## src/hdl/ted_pkg.sv

```systemverilog
// Shared register map, field positions and state types of the tap event detector.
package ted_pkg;

  localparam int ADDR_W = 6;
  localparam int DATA_W = 8;

  // Register offsets.
  localparam logic [5:0] ADR_TAP_THRESHOLD     = 6'h1D;
  localparam logic [5:0] ADR_TAP_MAX_DURATION  = 6'h21;
  localparam logic [5:0] ADR_TAP_LATENCY       = 6'h22;
  localparam logic [5:0] ADR_SECOND_TAP_WINDOW = 6'h23;
  localparam logic [5:0] ADR_TAP_AXIS_CONTROL  = 6'h2A;
  localparam logic [5:0] ADR_FIRST_AXIS_STATUS = 6'h2B;
  localparam logic [5:0] ADR_EVENT_ENABLE      = 6'h2E;
  localparam logic [5:0] ADR_TAP_SIGN_AXIS     = 6'h3A;

  // Reset value of every register.
  localparam logic [7:0] REG_RESET = 8'h00;

  // Axis index inside three-bit axis fields: x, y, z.
  localparam int AX_Z = 0;
  localparam int AX_Y = 1;
  localparam int AX_X = 2;

  // Field positions.
  localparam int AXCTL_SUPPRESS = 3;
  localparam int AXCTL_IMPROVED = 4;
  localparam int EN_DOUBLE      = 5;
  localparam int EN_SINGLE      = 6;
  localparam int SIGN_LSB       = 4;

  // Recommended lower bounds for tuning.
  localparam logic [7:0] REC_DURATION  = 8'h10;
  localparam logic [7:0] REC_LATENCY   = 8'h10;
  localparam logic [7:0] REC_WINDOW    = 8'h40;
  localparam logic [7:0] REC_THRESHOLD = 8'h30;

  typedef enum logic [2:0] {
    TS_IDLE, TS_TAP1, TS_LAT, TS_WIN, TS_TAP2, TS_HOLD
  } ted_tap_st_t;

  typedef enum logic {
    HS_IDLE, HS_WAIT
  } ted_host_st_t;

endpackage

```

## src/hdl/ted_link_if.sv

```systemverilog
// Register link between the host end and the tap detector end.
`timescale 1ns/1ps
interface ted_link_if;
  import ted_pkg::*;

  logic                reg_wr;
  logic                reg_rd;
  logic [ADDR_W-1:0]   reg_addr;
  logic [DATA_W-1:0]   reg_wdata;
  logic [DATA_W-1:0]   reg_rdata;
  logic                reg_rvalid;
  logic                tap_single;
  logic                tap_double;

  modport dev (
    input  reg_wr, reg_rd, reg_addr, reg_wdata,
    output reg_rdata, reg_rvalid, tap_single, tap_double
  );

  modport host (
    output reg_wr, reg_rd, reg_addr, reg_wdata,
    input  reg_rdata, reg_rvalid, tap_single, tap_double
  );

endinterface

```

## src/hdl/ted_device.sv

```systemverilog
// Tap detector end: registers, single and double tap qualification, axis report.
`timescale 1ns/1ps
module ted_device
  import ted_pkg::*;
#(
  parameter int SAMPLE_W  = 16,
  parameter int THR_SHIFT = 4
) (
  // Clock and reset.
  input  wire logic                     CORE_CLK,
  input  wire logic                     RESET,
  // Register link.
  ted_link_if.dev                       LNK,
  // Acceleration samples, index 2 is x, 1 is y, 0 is z.
  input  wire logic                     SAMPLE_VALID,
  input  wire logic                     ODR_VALID,
  input  wire logic [2:0][SAMPLE_W-1:0] ACCEL,
  // Tap events.
  output logic                          SINGLE_TAP,
  output logic                          DOUBLE_TAP
);
  import ted_pkg::*;

  typedef struct packed {
    logic [7:0]                threshold;
    logic [7:0]                max_duration;
    logic [7:0]                latency;
    logic [7:0]                window;
    logic [7:0]                axis_control;
    logic [7:0]                event_enable;
    logic [2:0]                first_axis;
    logic [2:0]                tap_axis;
    logic [2:0]                tap_sign;
    ted_tap_st_t               st;
    logic [7:0]                cnt;
    logic [2:0]                cap_axis;
    logic [2:0]                cap_sign;
    logic [2:0][SAMPLE_W-1:0]  prev;
    logic [DATA_W-1:0]         rdata;
    logic                      rvalid;
    logic                      ev_single;
    logic                      ev_double;
  } ted_dev_state_t;

  ted_dev_state_t q_ff;
  ted_dev_state_t nxt_q;

  logic [2:0]                hit;
  logic [2:0]                neg;
  logic [2:0]                pick;
  logic [2:0][SAMPLE_W-1:0]  val;
  logic                      improved;
  logic                      step;
  logic                      any_hit;
  logic                      dbl_on;
  logic                      fire_s;
  logic                      fire_d;

  function automatic logic [SAMPLE_W-1:0] magnitude(input logic [SAMPLE_W-1:0] v);
    magnitude = v[SAMPLE_W-1] ? SAMPLE_W'(~v + 1'b1) : v;
  endfunction

  function automatic logic over_thr(input logic [SAMPLE_W-1:0] v, input logic [7:0] thr);
    over_thr = (magnitude(v) >> THR_SHIFT) > SAMPLE_W'(thr);
  endfunction

  function automatic logic [7:0] incr(input logic [7:0] c);
    incr = (c == 8'hFF) ? c : 8'(c + 8'h01);
  endfunction

  assign LNK.reg_rdata  = q_ff.rdata;
  assign LNK.reg_rvalid = q_ff.rvalid;
  assign LNK.tap_single = q_ff.ev_single;
  assign LNK.tap_double = q_ff.ev_double;
  assign SINGLE_TAP     = q_ff.ev_single;
  assign DOUBLE_TAP     = q_ff.ev_double;

  always_comb begin
    nxt_q           = q_ff;
    nxt_q.rvalid    = 1'b0;
    nxt_q.ev_single = 1'b0;
    nxt_q.ev_double = 1'b0;
    fire_s          = 1'b0;
    fire_d          = 1'b0;

    ////////////////////////////////////////////////////////////////////////////
    // Register writes and reads.
    if (LNK.reg_wr) begin
      case (LNK.reg_addr)
        ADR_TAP_THRESHOLD:     nxt_q.threshold    = LNK.reg_wdata;
        ADR_TAP_MAX_DURATION:  nxt_q.max_duration = LNK.reg_wdata;
        ADR_TAP_LATENCY:       nxt_q.latency      = LNK.reg_wdata;
        ADR_SECOND_TAP_WINDOW: nxt_q.window       = LNK.reg_wdata;
        ADR_TAP_AXIS_CONTROL:  nxt_q.axis_control = LNK.reg_wdata;
        ADR_EVENT_ENABLE:      nxt_q.event_enable = LNK.reg_wdata;
        default: begin
        end
      endcase
    end
    if (LNK.reg_rd) begin
      nxt_q.rvalid = 1'b1;
      case (LNK.reg_addr)
        ADR_TAP_THRESHOLD:     nxt_q.rdata = q_ff.threshold;
        ADR_TAP_MAX_DURATION:  nxt_q.rdata = q_ff.max_duration;
        ADR_TAP_LATENCY:       nxt_q.rdata = q_ff.latency;
        ADR_SECOND_TAP_WINDOW: nxt_q.rdata = q_ff.window;
        ADR_TAP_AXIS_CONTROL:  nxt_q.rdata = q_ff.axis_control;
        ADR_EVENT_ENABLE:      nxt_q.rdata = q_ff.event_enable;
        // Reading leaves the report untouched.
        ADR_FIRST_AXIS_STATUS: nxt_q.rdata = {5'h00, q_ff.first_axis};
        ADR_TAP_SIGN_AXIS:     nxt_q.rdata = {1'b0, q_ff.tap_sign, 1'b0, q_ff.tap_axis};
        default:               nxt_q.rdata = 8'h00;
      endcase
    end

    ////////////////////////////////////////////////////////////////////////////
    // Sample qualification.
    improved = q_ff.axis_control[AXCTL_IMPROVED];
    step     = improved ? ODR_VALID : SAMPLE_VALID;
    for (int i = 0; i < 3; i++) begin
      // Improved mode looks at the change between output-rate samples.
      val[i] = improved ? SAMPLE_W'(ACCEL[i] - q_ff.prev[i]) : ACCEL[i];
      hit[i] = q_ff.axis_control[i] && over_thr(val[i], q_ff.threshold);
      neg[i] = val[i][SAMPLE_W-1];
    end
    if (ODR_VALID) begin
      nxt_q.prev = ACCEL;
    end
    any_hit = |hit;
    // Simultaneous crossings report one axis, x before y before z.
    if (hit[AX_X]) begin
      pick = 3'b100;
    end else if (hit[AX_Y]) begin
      pick = 3'b010;
    end else begin
      pick = hit & 3'b001;
    end
    dbl_on = q_ff.event_enable[EN_DOUBLE] && (q_ff.latency != 8'h00)
             && (q_ff.window != 8'h00);

    ////////////////////////////////////////////////////////////////////////////
    // Tap sequence.
    case (q_ff.st)
      TS_IDLE: begin
        if (step && any_hit) begin
          nxt_q.cap_axis = pick;
          nxt_q.cap_sign = neg & pick;
          nxt_q.cnt      = 8'h01;
          nxt_q.st       = TS_TAP1;
        end
      end
      TS_TAP1: begin
        if (step) begin
          if (any_hit) begin
            if (q_ff.cnt >= q_ff.max_duration) begin
              nxt_q.st = TS_HOLD;
            end else begin
              nxt_q.cnt = incr(q_ff.cnt);
            end
          end else if (dbl_on) begin
            nxt_q.cnt = 8'h00;
            nxt_q.st  = TS_LAT;
          end else begin
            fire_s   = 1'b1;
            nxt_q.st = TS_IDLE;
          end
        end
      end
      TS_LAT: begin
        if (step) begin
          if (any_hit && q_ff.axis_control[AXCTL_SUPPRESS]) begin
            fire_s   = 1'b1;
            nxt_q.st = TS_HOLD;
          end else if (incr(q_ff.cnt) >= q_ff.latency) begin
            nxt_q.cnt = 8'h00;
            nxt_q.st  = TS_WIN;
          end else begin
            nxt_q.cnt = incr(q_ff.cnt);
          end
        end
      end
      TS_WIN: begin
        if (step) begin
          if (any_hit && q_ff.cnt == 8'h00) begin
            fire_s   = 1'b1;
            nxt_q.st = TS_HOLD;
          end else if (any_hit) begin
            nxt_q.cnt = 8'h01;
            nxt_q.st  = TS_TAP2;
          end else if (incr(q_ff.cnt) >= q_ff.window) begin
            fire_s   = 1'b1;
            nxt_q.st = TS_IDLE;
          end else begin
            nxt_q.cnt = incr(q_ff.cnt);
          end
        end
      end
      TS_TAP2: begin
        if (step) begin
          if (any_hit) begin
            if (q_ff.cnt >= q_ff.max_duration) begin
              fire_s   = 1'b1;
              nxt_q.st = TS_HOLD;
            end else begin
              nxt_q.cnt = incr(q_ff.cnt);
            end
          end else begin
            fire_s   = 1'b1;
            fire_d   = 1'b1;
            nxt_q.st = TS_IDLE;
          end
        end
      end
      TS_HOLD: begin
        // A rejected or overlong tap must fall before a new one can start.
        if (step && !any_hit) begin
          nxt_q.st = TS_IDLE;
        end
      end
      default: begin
        nxt_q.st = TS_IDLE;
      end
    endcase

    ////////////////////////////////////////////////////////////////////////////
    // Event outputs and axis report.
    nxt_q.ev_single = fire_s && q_ff.event_enable[EN_SINGLE];
    nxt_q.ev_double = fire_d;
    if (nxt_q.ev_single || nxt_q.ev_double) begin
      nxt_q.first_axis = q_ff.cap_axis & q_ff.axis_control[2:0];
      nxt_q.tap_axis   = q_ff.cap_axis & q_ff.axis_control[2:0];
      for (int i = 0; i < 3; i++) begin
        if (q_ff.axis_control[i]) begin
          nxt_q.tap_sign[i] = q_ff.cap_sign[i];
        end
      end
    end
  end

  always_ff @(posedge CORE_CLK or posedge RESET) begin
    if (RESET) begin
      q_ff <= '{
        threshold:    REG_RESET,
        max_duration: REG_RESET,
        latency:      REG_RESET,
        window:       REG_RESET,
        axis_control: REG_RESET,
        event_enable: REG_RESET,
        st:           TS_IDLE,
        default:      '0
      };
    end else begin
      q_ff <= nxt_q;
    end
  end

endmodule

```

## src/flat_wrapper.sv

```systemverilog
// flat-port wrapper written by rule: the top's interface ports become plain ports
module ted_device_flat import ted_pkg::*;
#(
  parameter int SAMPLE_W  = 16,
  parameter int THR_SHIFT = 4
)
  (CORE_CLK, RESET, SAMPLE_VALID, ODR_VALID, ACCEL, SINGLE_TAP, DOUBLE_TAP, LNK_reg_wr, LNK_reg_rd, LNK_reg_addr, LNK_reg_wdata, LNK_reg_rdata, LNK_reg_rvalid, LNK_tap_single, LNK_tap_double);
  ted_link_if LNK_i ();
  input  wire logic CORE_CLK;
  input  wire logic RESET;
  input  wire logic SAMPLE_VALID;
  input  wire logic ODR_VALID;
  input  wire logic [2:0][SAMPLE_W-1:0] ACCEL;
  output logic SINGLE_TAP;
  output logic DOUBLE_TAP;
  input wire logic [$bits(LNK_i.reg_wr)-1:0] LNK_reg_wr;
  input wire logic [$bits(LNK_i.reg_rd)-1:0] LNK_reg_rd;
  input wire logic [$bits(LNK_i.reg_addr)-1:0] LNK_reg_addr;
  input wire logic [$bits(LNK_i.reg_wdata)-1:0] LNK_reg_wdata;
  output wire logic [$bits(LNK_i.reg_rdata)-1:0] LNK_reg_rdata;
  output wire logic [$bits(LNK_i.reg_rvalid)-1:0] LNK_reg_rvalid;
  output wire logic [$bits(LNK_i.tap_single)-1:0] LNK_tap_single;
  output wire logic [$bits(LNK_i.tap_double)-1:0] LNK_tap_double;
  assign LNK_i.reg_wr = LNK_reg_wr;
  assign LNK_i.reg_rd = LNK_reg_rd;
  assign LNK_i.reg_addr = LNK_reg_addr;
  assign LNK_i.reg_wdata = LNK_reg_wdata;
  assign LNK_reg_rdata = LNK_i.reg_rdata;
  assign LNK_reg_rvalid = LNK_i.reg_rvalid;
  assign LNK_tap_single = LNK_i.tap_single;
  assign LNK_tap_double = LNK_i.tap_double;
  ted_device #(.SAMPLE_W(SAMPLE_W), .THR_SHIFT(THR_SHIFT)) u_core (.CORE_CLK(CORE_CLK), .RESET(RESET), .LNK(LNK_i), .SAMPLE_VALID(SAMPLE_VALID), .ODR_VALID(ODR_VALID), .ACCEL(ACCEL), .SINGLE_TAP(SINGLE_TAP), .DOUBLE_TAP(DOUBLE_TAP));
endmodule
```

## config.mk

```make
export PLATFORM = sky130hd
export DESIGN_NAME = ted_device_flat
export DESIGN_NICKNAME = d
export VERILOG_FILES = /design/src/hdl/ted_pkg.sv /design/src/hdl/ted_link_if.sv /design/src/hdl/ted_device.sv /design/src/flat_wrapper.sv
export SDC_FILE = /design/constraint.sdc
export NUM_CORES = 1
export LEC_CHECK = 0
export BUFFER_PORTS_ARGS = -buffer_cell sky130_fd_sc_hd__clkbuf_2
export CORE_UTILIZATION = 40
export DETAILED_ROUTE_END_ITERATION = 12
export SYNTH_ARGS = -nofsm -noshare
export SYNTH_HDL_FRONTEND = slang
export SYNTH_SLANG_ARGS = --single-unit
```

## constraint.sdc

```tcl
create_clock -name CORE_CLK -period 4.7 [get_ports CORE_CLK]
set_input_delay 0.94 -clock CORE_CLK [delete_from_list [all_inputs] [get_ports CORE_CLK]]
set_output_delay 0.94 -clock CORE_CLK [all_outputs]
set_load 0.01 [all_outputs]
```

[Yosys cells after proc, flatten, opt, wreduce, memory -nomap -nowiden]
Index checks and enable logic that the tools add are counted.
Widths: inputs -> output; s select.
Word-level totals
  register bits after elaboration: 130
  input port bits: 68
  output and inout bits: 13
  word-level logic and storage cells: 148
Cells by class
  $add $sub $neg: 7
  magnitude comparators: 6
  equal/unequal tests: 27
  multiplexer cells: 52
  bitwise gates (word level): 5
  reductions and logical operators: 30
Operator list (count)
  $mux 16: 6
  $mux 11: 6
  $mux 8: 8
  $pmux 8 s8: 1
  $add 16x1->16 const B: 3
  $not 16->16: 3
  $sub 16x16->16: 3
  $eq 6x6->1 const B: 7
  $pmux 8 s5: 1
  $gt 12x8->1: 3
  $ge 8x8->1: 3
  $mux 3: 8
  $reduce_and 2->1: 10
  $pmux 3 s6: 1
  $mux 1: 17
  $mux 17: 1
  $reduce_bool 8->1: 2
  $ne 2x1->1 const B: 7
  $reduce_and 11->1: 1
  $logic_and 1x1->1: 10
  $add 8x1->8 const B: 1
  $eq 8x8->1 const B: 1
  $logic_not 8->1: 1
  $reduce_and 8->1: 1
  other kinds (16): 22

[Longest topological paths before layout]
  depth after elaboration: 15
  depth in mapped cells: 26

[Worst setup path after synthesis]
No wires, ideal clock.
  path type: input-to-reg
  from: input port ACCEL[44] (netlist name)
  to: register u_core.q_ff[66] (netlist name)
  arrival time: 5.571 ns
  path slack: -0.990 ns
  cell stages on the path: 23
  path through: ha_1 a21o_1 a21oi_2 or4b_1 o22ai_2 xor2_1 a311o_1 buf_4 nand2_1 xnor2_1 ha_1 nor2b_1 o21a_1 o21ai_0 nand2b_1 a21oi_1 o21ai_0 o311a_1 a2111oi_4 nand2_4 o41ai_4 o21ai_2 a21bo_1
Between the ends
  longest elaborated chain between the ends: 12
RTL lines
  start: declaration: line flat_wrapper.sv:13  | input wire logic [2:0][SAMPLE_W-1:0] ACCEL;
  $sub 16x16->16: line ted_device.sv:122  | val[i] = improved ? SAMPLE_W'(ACCEL[i] - q_ff.prev[i]) : ACCEL[i];
  $mux 16 *: line ted_device.sv:122
  $not 16->16: line ted_device.sv:60  | magnitude = v[SAMPLE_W-1] ? SAMPLE_W'(~v + 1'b1) : v;
  $add 16x1->16: line ted_device.sv:60
  $mux 16 *: line ted_device.sv:60
  $gt 12x8->1 *: line ted_device.sv:64  | over_thr = (magnitude(v) >> THR_SHIFT) > SAMPLE_W'(thr);
  $logic_and 1x1->1 *: line ted_device.sv:123  | hit[i] = q_ff.axis_control[i] && over_thr(val[i], q_ff.threshold);
  $reduce_or 3->1 *: line ted_device.sv:129  | any_hit = |hit;
  $mux 11: line ted_device.sv:187  | end else if (any_hit) begin
  $mux 8: line ted_device.sv:184  | if (any_hit && q_ff.cnt == 8'h00) begin
  $mux 11: line ted_device.sv:183  | if (step) begin
  $pmux 8 s5: line ted_device.sv:143  | case (q_ff.st)
  end signal: assignment: line ted_device.sv:242  | q_ff <= '{
  end signal: assignment: line ted_device.sv:253  | q_ff <= nxt_q;
  end: declaration: line ted_device.sv:45  | ted_dev_state_t q_ff;
Every way passes the cells marked *; elsewhere a longest branch is shown, timed or not. The select of a mux whose other input is x is not followed.
A chain may end at the register's enable or synchronous reset.

[Final worst setup path]
  from: input port ACCEL[16] (netlist name)
  to: register u_core.q_ff[69] (netlist name)
The elaborated chain is that of the path after synthesis.

==> run_results.csv <==
group,metric,value,unit
yosys,yosys_warnings,0,
timing,fin_ws,-0.585,ns
clock_network,clkTransAtPathRegs,0.07,ns
detailed_routing,avgRoutedWirePerCell,16.0,um
detailed_routing,first_iter_violations,692,
critical_path,crit_end,"u_core.q_ff[69]",
critical_path,worstSetupEndpointType,"flip-flop",
critical_path,startpoint,"ACCEL[16]",
timing,drv_slew,0,
detailed_routing,vias_per_cell,5.46,
yosys,synth_async_sr_flop_share,100,%
placement,numPortBuffers,80,
clock_network,cts_tree,"built",
timing,setup_viol,25,
run_status,outcome,"finished, violations left",
critical_path,r2r_cells,26,
die,die_x,169,um
finish,seqCellArea,0.00325,mm2
clock_network,cts_buffer_depth,2,
finish,stdcell_area,0.0147,mm2
timing,rsz0062_at_grt,"yes",
worst_hold_path,hold_path_class,"flip-flop to flip-flop",
grt,grt.total_usage,22.7,%
timing,worst_slew_pin_slew,0.940,ns
finish,diodes,0,
clock_network,cts_root_buffer,"clkbuf_16",
finish,nNetsFinal,1755,
timing,slew_headroom,37.3,%
job,maxCapViolations,0,
yosys,syn_avg_cell_area,8.60,um2
die,start_util,41.0,%
placement,placed_cell_area,0.0138,mm2
finish,multi_input_area,0.00757,mm2
placement,place.gp.congestion,0.897,
grt,grt_pass1_wl,52000,um
clock_network,cts_buffers,17,
yosys,postSynthCellCount,1293,
yosys,yosysUniqueCellTypes,87,
grt,grt_pass1_vias,10400,
critical_path,worstReg2RegEnd,"u_core.q_ff[69]",
clock_network,clkLatencyLatePin,0.43,ns
clock_network,hold_buffers,0,
yosys,synth_commonest_cells,"nand2_1 (136), dfrtp_1 (130), inv_1 (102)",
detailed_routing,ant_nets,0,
critical_path,cp.required,5.02,ns
timing,fmax,189,MHz
yosys,syn_area,0.0111,mm2
detailed_routing,drt-pass1-iter-count,5,
die,core_area,0.0271,mm2
clock_network,cts.sinks,130,
finish,fill_cells,2505,
grt,grt_max_degree,97,
yosys,synthFlopType,"dfrtp_1",
detailed_routing,wirelength,31600,um
grt,use_met3,2.71,%
die,dieArea,0.0285,mm2
critical_path,worstSetupStartpointType,"input pin",
critical_path,timing.reg2reg.setup_slack,-0.32,ns
critical_path,crit_path_max_fanout,5,
critical_path,reg2reg_from,"u_core.q_ff[27]",
timing,period_needed,5.28,ns
pwr,worst_ir_drop_vdd,0.223,mV
placement,place_hpwl,24100,um
timing,hold_viol,0,
yosys,synth_edf_count,0,
grt,antenna_found_initial,1,
grt,grt_util_met2,38.3,%
detailed_routing,vias,10800,
grt,busiest_layer,"met2",
clock_network,h-tree-depth,4,
finish,area_delta_synth_final,31.9,%
die,rows,60,
placement,place_ws,-1.07,ns
grt,met1_usage,30.6,%
finish,drive_gt1_share,32.0,%
yosys,yosysTopAreaCell,"dfrtp_1",
yosys,yosys-top-cells-area,"dfrtp_1 (29%), ha_1 (11%), mux2_2 (6.4%)",
yosys,yosysTopAreaCellShare,29.3,%
critical_path,cp.arrival,5.61,ns
die,ios,81,
critical_path,crit_type,"input pin to flip-flop",
die,dieHeight,169,um
yosys,yosys_register_bits,130,
detailed_routing,drc_errors,0,
yosys,synth_nets,1459,
timing,fin_worst_skew,0.0140,ns
yosys,yosysSeqAreaShare,29.3,%
pwr,powerDensity,342,mW/mm2
grt,grt_overflow_total,0,
yosys,yosysMostFrequentCell,"nand2_1",
run_status,violations,"negative setup slack",
pwr,p_leak,0.00682,uW
timing,min_period_over_period,112,%
[state kept, by name, summed over array words and instances, names as in the netlist]
register	cells
u_core.DOUBLE_TAP	1
u_core.LNK.reg_rdata	8
u_core.LNK.reg_rvalid	1
u_core.LNK.tap_single	1
u_core.improved	1
u_core.q_ff	118
[power by group]
group	leakage (uW)	total, uW	internal, uW	switching (uW)
registers	0.00167	1410	1250	158
logic	0.00486	2260	1120	1140
clock network	0.000281	1340	710	632
[per-stage QoR]
step	instances	hold slack, ns	TNS, ns	total power (uW)	utilization [%]
2_1_floorplan	1293	0.452	-8.33	2810	-
3_3_place_gp	1931	0.469	-21.71	3530	51.0
3_5_place_dp	1931	0.471	-24.39	3580	51.0
4_1_cts	1970	0.487	-9.80	4980	53.7
5_1_grt	1974	0.525	-18.52	5340	54.1
6_report	1974	0.487	-11.06	5020	54.1
[cells in the final DEF (no fill, tap or decap), types with 11 or more instances in the layout]
cell type / Yosys / routed
nor2b_1: 16 / 15
o21ai_0: 96 / 88
mux2_2: 63 / 60
a211oi_1: 21 / 18
a31oi_1: 15 / 12
and2_1: 12 / 11
nand2b_1: 28 / 28
clkbuf_16: 0 / 17
mux2i_1: 18 / 17
nor3_1: 19 / 18
nor2_1: 67 / 63
clkbuf_2: 0 / 78
dfrtp_1: 130 / 129
nand2_1: 136 / 133
inv_1: 102 / 96
a21oi_1: 56 / 49
xor2_1: 21 / 21
buf_4: 11 / 253
a21o_1: 33 / 33
a22oi_1: 13 / 13
o21a_1: 12 / 12
o31ai_1: 14 / 14
nand3_1: 35 / 34
ha_1: 95 / 87
nand4_1: 17 / 17
o21ai_1: 3 / 11
xnor2_1: 30 / 29
[how the worst min path moves through the flow]
stage	end	cells past startpoint	slack [ns]	start
floorplan	u_core.q_ff[59]	2	0.45	u_core.q_ff[59]
global placement	u_core.q_ff[60]	2	0.47	u_core.q_ff[60]
detailed placement	u_core.q_ff[59]	2	0.47	u_core.q_ff[59]
CTS	u_core.q_ff[59]	2	0.49	u_core.q_ff[59]
global route	u_core.q_ff[59]	2	0.52	u_core.q_ff[59]
finish	u_core.q_ff[59]	2	0.49	u_core.q_ff[59]
[critical path, cell delays in order]
cell and delay [ns]:
buf_12 0.11, inv_12 0.04, ha_4 0.12, inv_2 0.04, fa_2 0.36, a211oi_2 0.23
o21ai_1 0.11, xor2_1 0.15, mux2i_1 0.22, nand4b_1 0.20, nor2_2 0.15, buf_4 0.13
nand3_2 0.07, nand2_2 0.09, xnor2_2 0.10, ha_1 0.26, a21o_1 0.16, a21oi_1 0.13
a211o_1 0.16, a21boi_2 0.17, a41o_1 0.16, o221ai_4 0.14, a2111o_1 0.48, o221ai_2 0.28
o41ai_4 0.15, buf_4 0.19, nand3b_1 0.08, a21bo_1 0.20
[layer usage]
layer,up-vias,share of wire [%]
met5,-,0
met4,0,1.4
met3,34,4.3
met2,250,47
met1,5149,47
li1,5342,-
[final cells by class]
cell class,count,area share (%)
Clock buffer,17,2.90
Clock inverter,15,1.10
Inverter,103,2.77
Multi-Input combinational cell,1000,51.6
Sequential cell,130,22.2
Tap cell,372,3.17
Timing Repair Buffer,337,16.2
[logic make-up (layout without fill, tap and decap cells)]
kind of cell | after synthesis | count (layout) | share of synthesized area, %
flip-flops | 130 | 130 | 29.3
XOR/XNOR | 51 | 51 | 4.02
buffers and inverters | 163 | 472 | 5.97
AO/OA/AOI/OAI | 377 | 377 | 23.7
AND/OR/NAND/NOR | 393 | 393 | 17.8
multiplexers | 81 | 81 | 8.00
adder cells (fa/ha/maj) | 98 | 98 | 11.2
[what timing repair did]
item / 4_1_cts / 5_1_grt
resized for setup: 18 / 21
setup buffers: 7 / 4
setup endpoints to repair: 25 / 25
pin swaps: 18 / 6
Note: power is estimated with default switching activity, not from simulation.
